### src/rtl/light_cfg_defs.vh
// Register offsets, field positions and reset values of the lighting configuration bank
`ifndef LIGHT_CFG_DEFS_VH
`define LIGHT_CFG_DEFS_VH

`define ADDR_CHARGE_PUMP_CONFIG   8'h26
`define ADDR_BANK_ENABLE          8'h27
`define ADDR_PATTERN_ENABLE       8'h28
`define ADDR_ZONE_SCALER_UPPER    8'h29
`define ADDR_ZONE_SCALER_MIDDLE   8'h2a
`define ADDR_ZONE_SCALER_ZERO     8'h2b
`define ADDR_BOOST_PWM_CONFIG     8'h2c
`define ADDR_SENSOR_RESISTOR      8'h30

`define RST_CHARGE_PUMP_CONFIG    8'h00
`define RST_BANK_ENABLE           8'h00
`define RST_PATTERN_ENABLE        8'h00
`define RST_ZONE_SCALER_UPPER     8'hff
`define RST_ZONE_SCALER_MIDDLE    8'hff
`define RST_ZONE_SCALER_ZERO      8'h00
`define RST_BOOST_PWM_CONFIG      8'h08
`define RST_SENSOR_RESISTOR       8'h00

`define MASK_CHARGE_PUMP_CONFIG   8'h07
`define MASK_BANK_ENABLE          8'h3f
`define MASK_PATTERN_ENABLE       8'hff
`define MASK_ZONE_SCALER_UPPER    8'hff
`define MASK_ZONE_SCALER_MIDDLE   8'hff
`define MASK_ZONE_SCALER_ZERO     8'h0f
`define MASK_BOOST_PWM_CONFIG     8'h0f
`define MASK_SENSOR_RESISTOR      8'h7f

`define CP_DISABLE_BIT            0
`define CP_GAIN_HI                2
`define CP_GAIN_LO                1
`define BP_FREQ_BIT               0
`define BP_OVL_HI                 2
`define BP_OVL_LO                 1
`define BP_POL_BIT                3

`define GAIN_AUTO                 2'h0
`define GAIN_ONE                  2'h1
`define GAIN_TWO                  2'h2

`endif

### src/rtl/lighting_power_config_regs.v
// Configuration register bank of the lighting power device, with decoded controls
// Notes on behaviour
// - Pump gain bits 2:1: 0X auto, 10 1x, 11 2x
// - Pump disable bit 0 set turns pump off
// - Bank enable bits 5:0 enable banks A-F
// - Even pattern bits enable, odd bits enable scaling
// - Patterned map-two/three bank ignores zone targets
// - Zone scaler code N gives factor (N+1)/16
// - Zone 0 scaler bits 3:0, resets to 1/16
// - Boost register bit 3 sets PWM polarity, default high
// - Overvoltage code selects 16, 24, 32, 40 V
// - Frequency bit: 0 is 500 kHz, 1 is 1 MHz
// - Resistor code bits 6:0; zero means high impedance
// - Resistor code counts 10 uA steps at 2 V
`timescale 1ns/1ns
`include "light_cfg_defs.vh"

module lighting_power_config_regs (
	input  wire       clock_in,
	input  wire       resetn_in,
	input  wire       enable_in,
	input  wire       wr_strobe_in,
	input  wire       rd_strobe_in,
	input  wire [7:0] addr_in,
	input  wire [7:0] wdata_in,
	input  wire [5:0] bank_pattern_on_in,
	input  wire [5:0] bank_zone_map_in,
	output reg  [7:0] rdata_out,
	output reg        rvalid_out,
	output reg        addr_hit_out,
	output reg        pump_disable_out,
	output reg  [1:0] pump_gain_out,
	output reg  [5:0] bank_enable_out,
	output reg  [3:0] pattern_enable_out,
	output reg  [3:0] pattern_scaling_out,
	output reg  [19:0] zone_scaler_out,
	output reg        pwm_active_high_out,
	output reg  [1:0] overvoltage_limit_out,
	output reg        boost_fast_out,
	output reg  [6:0] sensor_gain_resistor_out,
	output reg        sensor_input_hiz_out,
	output reg  [5:0] bank_zone_target_use_out
);

////////////////////////////////////////////////////////////////////////////////
// Register slots, one per mapped address, kept in an indexed store

localparam       SLOT_COUNT       = 8;
localparam [2:0] SLOT_CHARGE_PUMP = 3'h0;
localparam [2:0] SLOT_BANK_ENABLE = 3'h1;
localparam [2:0] SLOT_PATTERN     = 3'h2;
localparam [2:0] SLOT_ZONE_UPPER  = 3'h3;
localparam [2:0] SLOT_ZONE_MIDDLE = 3'h4;
localparam [2:0] SLOT_ZONE_ZERO   = 3'h5;
localparam [2:0] SLOT_BOOST_PWM   = 3'h6;
localparam [2:0] SLOT_SENSOR      = 3'h7;

reg  [7:0] cfg_slot_reg [0:SLOT_COUNT-1];
reg  [2:0] slot_index;
reg        slot_hit;
reg  [7:0] rdata_next;
reg        hit_next;
reg  [1:0] gain_next;
wire       wr_take;
wire       rd_take;
wire       any_take;
wire [3:0] pattern_enable_next;
wire [3:0] pattern_scaling_next;
wire [7:0] charge_pump_config;
wire [7:0] bank_enable;
wire [7:0] pattern_enable_scaling;
wire [7:0] zone_scaler_upper;
wire [7:0] zone_scaler_middle;
wire [7:0] zone_scaler_zero;
wire [7:0] boost_pwm_config;
wire [7:0] sensor_resistor_select;
integer    k;
genvar     pg;

////////////////////////////////////////////////////////////////////////////////
// Per-slot reset values and writable-bit masks

function [7:0] slot_reset;
	input [2:0] sel;
	begin
		case (sel)
		SLOT_CHARGE_PUMP: slot_reset = `RST_CHARGE_PUMP_CONFIG;
		SLOT_BANK_ENABLE: slot_reset = `RST_BANK_ENABLE;
		SLOT_PATTERN:     slot_reset = `RST_PATTERN_ENABLE;
		SLOT_ZONE_UPPER:  slot_reset = `RST_ZONE_SCALER_UPPER;
		SLOT_ZONE_MIDDLE: slot_reset = `RST_ZONE_SCALER_MIDDLE;
		SLOT_ZONE_ZERO:   slot_reset = `RST_ZONE_SCALER_ZERO;
		SLOT_BOOST_PWM:   slot_reset = `RST_BOOST_PWM_CONFIG;
		SLOT_SENSOR:      slot_reset = `RST_SENSOR_RESISTOR;
		default:          slot_reset = 8'h00;
		endcase
	end
endfunction

function [7:0] slot_mask;
	input [2:0] sel;
	begin
		case (sel)
		SLOT_CHARGE_PUMP: slot_mask = `MASK_CHARGE_PUMP_CONFIG;
		SLOT_BANK_ENABLE: slot_mask = `MASK_BANK_ENABLE;
		SLOT_PATTERN:     slot_mask = `MASK_PATTERN_ENABLE;
		SLOT_ZONE_UPPER:  slot_mask = `MASK_ZONE_SCALER_UPPER;
		SLOT_ZONE_MIDDLE: slot_mask = `MASK_ZONE_SCALER_MIDDLE;
		SLOT_ZONE_ZERO:   slot_mask = `MASK_ZONE_SCALER_ZERO;
		SLOT_BOOST_PWM:   slot_mask = `MASK_BOOST_PWM_CONFIG;
		SLOT_SENSOR:      slot_mask = `MASK_SENSOR_RESISTOR;
		default:          slot_mask = 8'h00;
		endcase
	end
endfunction

////////////////////////////////////////////////////////////////////////////////
// Address decode; unmapped addresses leave slot_hit low

always @* begin
	slot_index = SLOT_CHARGE_PUMP;
	slot_hit   = 1'b1;
	case (addr_in)
	`ADDR_CHARGE_PUMP_CONFIG: slot_index = SLOT_CHARGE_PUMP;
	`ADDR_BANK_ENABLE:        slot_index = SLOT_BANK_ENABLE;
	`ADDR_PATTERN_ENABLE:     slot_index = SLOT_PATTERN;
	`ADDR_ZONE_SCALER_UPPER:  slot_index = SLOT_ZONE_UPPER;
	`ADDR_ZONE_SCALER_MIDDLE: slot_index = SLOT_ZONE_MIDDLE;
	`ADDR_ZONE_SCALER_ZERO:   slot_index = SLOT_ZONE_ZERO;
	`ADDR_BOOST_PWM_CONFIG:   slot_index = SLOT_BOOST_PWM;
	`ADDR_SENSOR_RESISTOR:    slot_index = SLOT_SENSOR;
	default:                  slot_hit   = 1'b0;
	endcase
end

assign wr_take  = enable_in & wr_strobe_in;
assign rd_take  = enable_in & rd_strobe_in;
assign any_take = wr_take | rd_take;

////////////////////////////////////////////////////////////////////////////////
// Register writes; masks keep unused bits at zero whatever the host sends

always @(posedge clock_in) begin
	if (!resetn_in) begin
		for (k = 0; k < SLOT_COUNT; k = k + 1) begin
			cfg_slot_reg[k] <= slot_reset(k[2:0]);
		end
	end else if (wr_take && slot_hit) begin
		cfg_slot_reg[slot_index] <= wdata_in & slot_mask(slot_index);
	end
end

// Named views of the store for the decoders below
assign charge_pump_config     = cfg_slot_reg[SLOT_CHARGE_PUMP];
assign bank_enable            = cfg_slot_reg[SLOT_BANK_ENABLE];
assign pattern_enable_scaling = cfg_slot_reg[SLOT_PATTERN];
assign zone_scaler_upper      = cfg_slot_reg[SLOT_ZONE_UPPER];
assign zone_scaler_middle     = cfg_slot_reg[SLOT_ZONE_MIDDLE];
assign zone_scaler_zero       = cfg_slot_reg[SLOT_ZONE_ZERO];
assign boost_pwm_config       = cfg_slot_reg[SLOT_BOOST_PWM];
assign sensor_resistor_select = cfg_slot_reg[SLOT_SENSOR];

////////////////////////////////////////////////////////////////////////////////
// Read path; a read and a write in one cycle return the old value

always @* begin
	rdata_next = 8'h00;
	hit_next   = slot_hit;
	if (slot_hit) begin
		rdata_next = cfg_slot_reg[slot_index];
	end
end

always @(posedge clock_in) begin
	if (!resetn_in) begin
		rvalid_out <= 1'b0;
	end else if (enable_in) begin
		rvalid_out <= rd_strobe_in;
	end
end

// Hit reports on writes as well, so a host can spot a bad address
always @(posedge clock_in) begin
	if (!resetn_in) begin
		addr_hit_out <= 1'b0;
	end else if (enable_in) begin
		addr_hit_out <= any_take & hit_next;
	end
end

// Read data holds until the next read
always @(posedge clock_in) begin
	if (!resetn_in) begin
		rdata_out <= 8'h00;
	end else if (rd_take) begin
		rdata_out <= rdata_next;
	end
end

////////////////////////////////////////////////////////////////////////////////
// Decoded controls, registered so every output comes from a flip-flop

// Auto gain for both 0X codes; bit 1 is a don't-care there
always @* begin
	gain_next = `GAIN_AUTO;
	if (charge_pump_config[`CP_GAIN_HI]) begin
		if (charge_pump_config[`CP_GAIN_LO]) begin
			gain_next = `GAIN_TWO;
		end else begin
			gain_next = `GAIN_ONE;
		end
	end
end

generate
	for (pg = 0; pg < 4; pg = pg + 1) begin : pattern_split
		assign pattern_enable_next[pg]  = pattern_enable_scaling[2*pg];
		assign pattern_scaling_next[pg] = pattern_enable_scaling[2*pg+1];
	end
endgenerate

always @(posedge clock_in) begin
	if (!resetn_in) begin
		pump_disable_out <= 1'b0;
	end else if (enable_in) begin
		pump_disable_out <= charge_pump_config[`CP_DISABLE_BIT];
	end
end

always @(posedge clock_in) begin
	if (!resetn_in) begin
		pump_gain_out <= `GAIN_AUTO;
	end else if (enable_in) begin
		pump_gain_out <= gain_next;
	end
end

always @(posedge clock_in) begin
	if (!resetn_in) begin
		bank_enable_out <= 6'h00;
	end else if (enable_in) begin
		bank_enable_out <= bank_enable[5:0];
	end
end

always @(posedge clock_in) begin
	if (!resetn_in) begin
		pattern_enable_out <= 4'h0;
	end else if (enable_in) begin
		pattern_enable_out <= pattern_enable_next;
	end
end

always @(posedge clock_in) begin
	if (!resetn_in) begin
		pattern_scaling_out <= 4'h0;
	end else if (enable_in) begin
		pattern_scaling_out <= pattern_scaling_next;
	end
end

// Zone n code at bits 4n+3:4n; factor is (code+1)/16, zone 0 resets to 1/16
always @(posedge clock_in) begin
	if (!resetn_in) begin
		zone_scaler_out <= 20'hffff0;
	end else if (enable_in) begin
		zone_scaler_out <= {zone_scaler_upper, zone_scaler_middle,
			zone_scaler_zero[3:0]};
	end
end

always @(posedge clock_in) begin
	if (!resetn_in) begin
		pwm_active_high_out <= 1'b1;
	end else if (enable_in) begin
		pwm_active_high_out <= boost_pwm_config[`BP_POL_BIT];
	end
end

always @(posedge clock_in) begin
	if (!resetn_in) begin
		overvoltage_limit_out <= 2'h0;
	end else if (enable_in) begin
		overvoltage_limit_out <= boost_pwm_config[`BP_OVL_HI:`BP_OVL_LO];
	end
end

always @(posedge clock_in) begin
	if (!resetn_in) begin
		boost_fast_out <= 1'b0;
	end else if (enable_in) begin
		boost_fast_out <= boost_pwm_config[`BP_FREQ_BIT];
	end
end

// Code is current in 10 uA steps at 2 V full scale
always @(posedge clock_in) begin
	if (!resetn_in) begin
		sensor_gain_resistor_out <= 7'h00;
	end else if (enable_in) begin
		sensor_gain_resistor_out <= sensor_resistor_select[6:0];
	end
end

always @(posedge clock_in) begin
	if (!resetn_in) begin
		sensor_input_hiz_out <= 1'b1;
	end else if (enable_in) begin
		sensor_input_hiz_out <= (sensor_resistor_select[6:0] == 7'h00);
	end
end

// Pattern wins over zone targets to avoid conflicting currents
always @(posedge clock_in) begin
	if (!resetn_in) begin
		bank_zone_target_use_out <= 6'h00;
	end else if (enable_in) begin
		bank_zone_target_use_out <= bank_zone_map_in & ~bank_pattern_on_in;
	end
end
endmodule

### config.mk
export PLATFORM = sky130hd
export DESIGN_NAME = lighting_power_config_regs
export DESIGN_NICKNAME = d
export VERILOG_FILES = /design/src/rtl/lighting_power_config_regs.v
export VERILOG_INCLUDE_DIRS = /design/src /design/src/rtl
export SDC_FILE = /design/constraint.sdc
export NUM_CORES = 1
export LEC_CHECK = 0
export BUFFER_PORTS_ARGS = -buffer_cell sky130_fd_sc_hd__buf_2
export CORE_UTILIZATION = 60
export DETAILED_ROUTE_END_ITERATION = 10
export PLACE_DENSITY = 0.89
export SYNTH_ARGS = -nofsm -noshare
export SYNTH_HDL_FRONTEND = slang
export SYNTH_SLANG_ARGS = --single-unit
### constraint.sdc
create_clock -name clock_in -period 3.72 [get_ports clock_in]
set_input_delay 0.186 -clock clock_in [delete_from_list [all_inputs] [get_ports clock_in]]
set_output_delay 0.186 -clock clock_in [all_outputs]
set_load 0.02 [all_outputs]
==> results.md <==
* Gate power share at under 10%
* Max clock buf depth at 2
* Most used cell, CP: nor2_1
* Area after DPL at 5967 µm²
* Die height at a little under 100 µm
* Mapped cell area at approximately 5400 µm²
* Sw frac at 23.09%
* Reg2reg setup slack at about 2300 ps
* Compound-cell area share of the yosys netlist at roughly 8.3%
* Mux contribution to synthesized area at 11.84%
* Post-CTS setup buffers at 0
* Mean routed wirelength per cell at 19.50 µm
* Worst Setup Start Kind: input port
* Antenna Cells at 0
* Routability Congestion at between 0.8 and 0.9
* Leak Pwr at roughly 2.8 nW
* Total number of vias at ~4200
* Largest net degree at the start of global routing at 70
* Post-Synth Adder-Cell Area at 0.4623%
* Die ar. at roughly 9400 µm²
* Power share of the sequential group at 43.7%
* Clk slew on worst S/H paths at roughly 60 ps
* Worst r2r path cells at 4
* Register area share after synthesis at about 60%
* Largest family of logic cells by synthesized area: simple AND/OR/NAND/NOR gates
* Crit. End Element: flop
* Cell area after layout at around 6700 µm²
* Io pins at between 90 and 100
* Max Cap Viol at 0
* Final worst-path cycle share at between 60 and 70%
* First-pass GRT wire length at ~22 mm
* Simple-Gate Fraction of Synth Area at 16.74%
* Hold Vio Cnt, Final at 0
* Leading cell type in the layout, fill and taps excluded: buf_2
* P&R area growth vs syn at 22.98%
* Hold Crit Depth at 3
* Reg2reg end: rdata_out[6]
* CP Data Arrival Time at ~2700 ps
* Share of layout cells above drive strength 1 at around a quarter
* Worst path cell trace: buf_2 > nor3b_1 > nand2_1 > nor2_1 > nor2_1 > ha_1 > nand3_1 > a21boi_1 > nand2_1 > nor2_1
* Setup TNS at 0 ps
* Worst Tran Pin Value at between 900 and 1000 ps
* Min Tclk post-route at roughly 2300 ps
* Synthesis Warnings at 0
* Total track usage at a little under a third
* Synth Instances at 480
* Initial DRC count at 407
* XOR/XNOR Fraction of Synth Area at 0%
* Final setup viols at 0
* Nets@finish at approximately 620
* Slowest Stage Delay on Critical Path at 490 ps
* Drt pass-1 iters at 5
* Unrepaired setup endpoints after global routing: no
* Net Sw Power at 0.0008494 W
* CTS Buf Count at 17
* Antenna violations before repair at 0
* Initial Util at between 60% and 70%
* Global route overflow at 0
* Residual DRC at 0
* Yosys reg bits at 129
* Core footprint at 8721 µm²
* Worst VDD drop at around 0.3 mV
* Req. time, crit path at just over 4000 ps
* Post-synth cell types at between 40 and 50
* Crit Reg-Reg Startpoint: cfg_slot_reg[4][6]
* Final Max Slew Viols at 0
* Outcome: finished, final reports clean
* Commonest non-fill, non-tap cells in the layout: 97 x buf_2, 65 x dfxtp_1, 64 x edfxtp_1, 60 x nand2_1, 56 x nor2_1
* Clk Latency, worst-skew pair at between 500 and 600 ps
* DP HPWL at about 8.8 mm
* Vias per std cell at about 6
* Rel. slew slack at 34.01%
* CTS sink cnt at approximately 130
* FFs w/ async S/R, synth at 0%
* Worst Hold Class: input port to flop
* Max H-tree Level at 4
* Slowest cell on the critical path: nor3b_1
* Cts repair resizes at 0
* Layout fillers at about 510
* Std-Cell Rows at 34
* Syn avg cell area at around 11 µm²
* Routed Antenna Nets at 0
* Hold Crit Endpoint: rvalid_out
* Routed WL at between 10 and 15 mm
* Crit Path Class: input port to flop
* CTS tree: yes
* Root Driver: clkbuf_8
* Startpoint of the worst hold path: rd_strobe_in
* Die W at between 90 and 100 µm
* Post-synth top flop: dfxtp_1
* Port Buf Inserts at 97
* EDFF count, synth at 64
* Number of flip-flops in the largest register at between 60 and 70
* Vias in the first global route at about 4200
* CP Max Fanout at 8
* P_int at between 0.002 and 0.003 W
* Fmax at ~430 MHz
* Clk_skew at just over 7 ps
* Power per Cell Area at between 500 and 600 nW/µm²
* Clk pwr share at between 40% and 50%
cells in the mapped netlist, drive strengths merged, types with 7 or more instances:
cell	instances	share of area, %
clkbuf	13	0.90
nor2b	31	3.6
mux2i	55	10
o221ai	14	2.3
dfxtp	65	24
buf	14	1.4
nand2	61	4.3
nor2	56	3.9
inv	11	0.76
a22o	7	1.1
edfxtp	64	36
o22ai	15	1.7
mux2	8	1.7
nand3	9	1.0
and2	10	1.2
area by class of cell:
type | instances | area [µm²] | share of cell area (%)
Tap cell | 108 | 135.1 | 2.030
Timing Repair Buffer | 109 | 590.6 | 8.872
Sequential cell | 129 | 3223 | 48.42
Multi-Input combinational cell | 316 | 2037 | 30.60
Clock inverter | 13 | 207.7 | 3.120
Inverter | 11 | 41.29 | 0.6203
Clock buffer | 19 | 421.7 | 6.335
power by group through the flow:
| stage | Combinational, W | Sequential, W | Clock [W] |
|---|---|---|---|
| 2_1_floorplan | 0.000136 | 0.00166 | 0 |
| 3_3_place_gp | 0.000260 | 0.00163 | 0 |
| 3_5_place_dp | 0.000268 | 0.00164 | 0 |
| 4_1_cts | 0.000279 | 0.00161 | 0.00179 |
| 5_1_grt | 0.000302 | 0.00161 | 0.00185 |
| 6_report | 0.000280 | 0.00161 | 0.00179 |
logic make-up after synthesis:
| kind of cell | Yosys count |
|---|---|
| and+or+nand+nor | 188 |
| AOI/OAI and AO/OA | 59 |
| DFF | 129 |
| buffers and inverters | 38 |
| other | 1 |
| adders and majority gates | 2 |
| muxes | 63 |
timing repair:
item	in CTS	in global routing
endpoints found under the setup margin	0	0
endpoints found under the hold margin	6	0
hold buffers	6	0
worst max path at each step:
stage | from | endpoint | slack (ps) | depth (start not counted)
global placement | addr_in[1] | cfg_slot_reg[3][0] | 1140 | 7
global route | addr_in[3] | cfg_slot_reg[0][4] | 1230 | 10
detailed placement | addr_in[1] | cfg_slot_reg[3][6] | 1000 | 7
finish | addr_in[3] | cfg_slot_reg[1][4] | 1410 | 10
floorplan | addr_in[7] | cfg_slot_reg[4][4] | 1730 | 9
CTS | addr_in[1] | cfg_slot_reg[3][6] | 1490 | 7
per-layer routing:
| layer | share of wire [%] | track usage, % | vias up |
|---|---|---|---|
| li1 | - | - | 1912 |
| met1 | 40 | 38.98 | 2016 |
| met2 | 47 | 48.00 | 265 |
| met3 | 9.4 | 8.671 | 52 |
| met4 | 3.5 | 14.58 | 0 |
| met5 | 0 | 0 | - |
per-stage QoR:
stage	setup WS, ps	cells	hold slack (ps)	utilization, %	power [W]
2_1_floorplan	1730	483	356.0	-	0.001799
3_3_place_gp	1139	667	449.9	68.42	0.001893
3_5_place_dp	999.5	667	455.6	68.42	0.001904
4_1_cts	1492	705	5.342	76.33	0.003672
5_1_grt	1226	705	30.57	76.33	0.003763
6_report	1407	705	1.090	76.33	0.003679
worst max-delay path, delay by kind of cell:
| kind | cells | cell delay (ps) |
|---|---|---|
| AND/OR/NAND/NOR | 7 | 1870 |
| adder cells (fa/ha/maj) | 1 | 200 |
| AO/OA/AOI/OAI | 1 | 300 |
| buffers and inverters | 1 | 140 |
(Power assumes the default switching activity.)
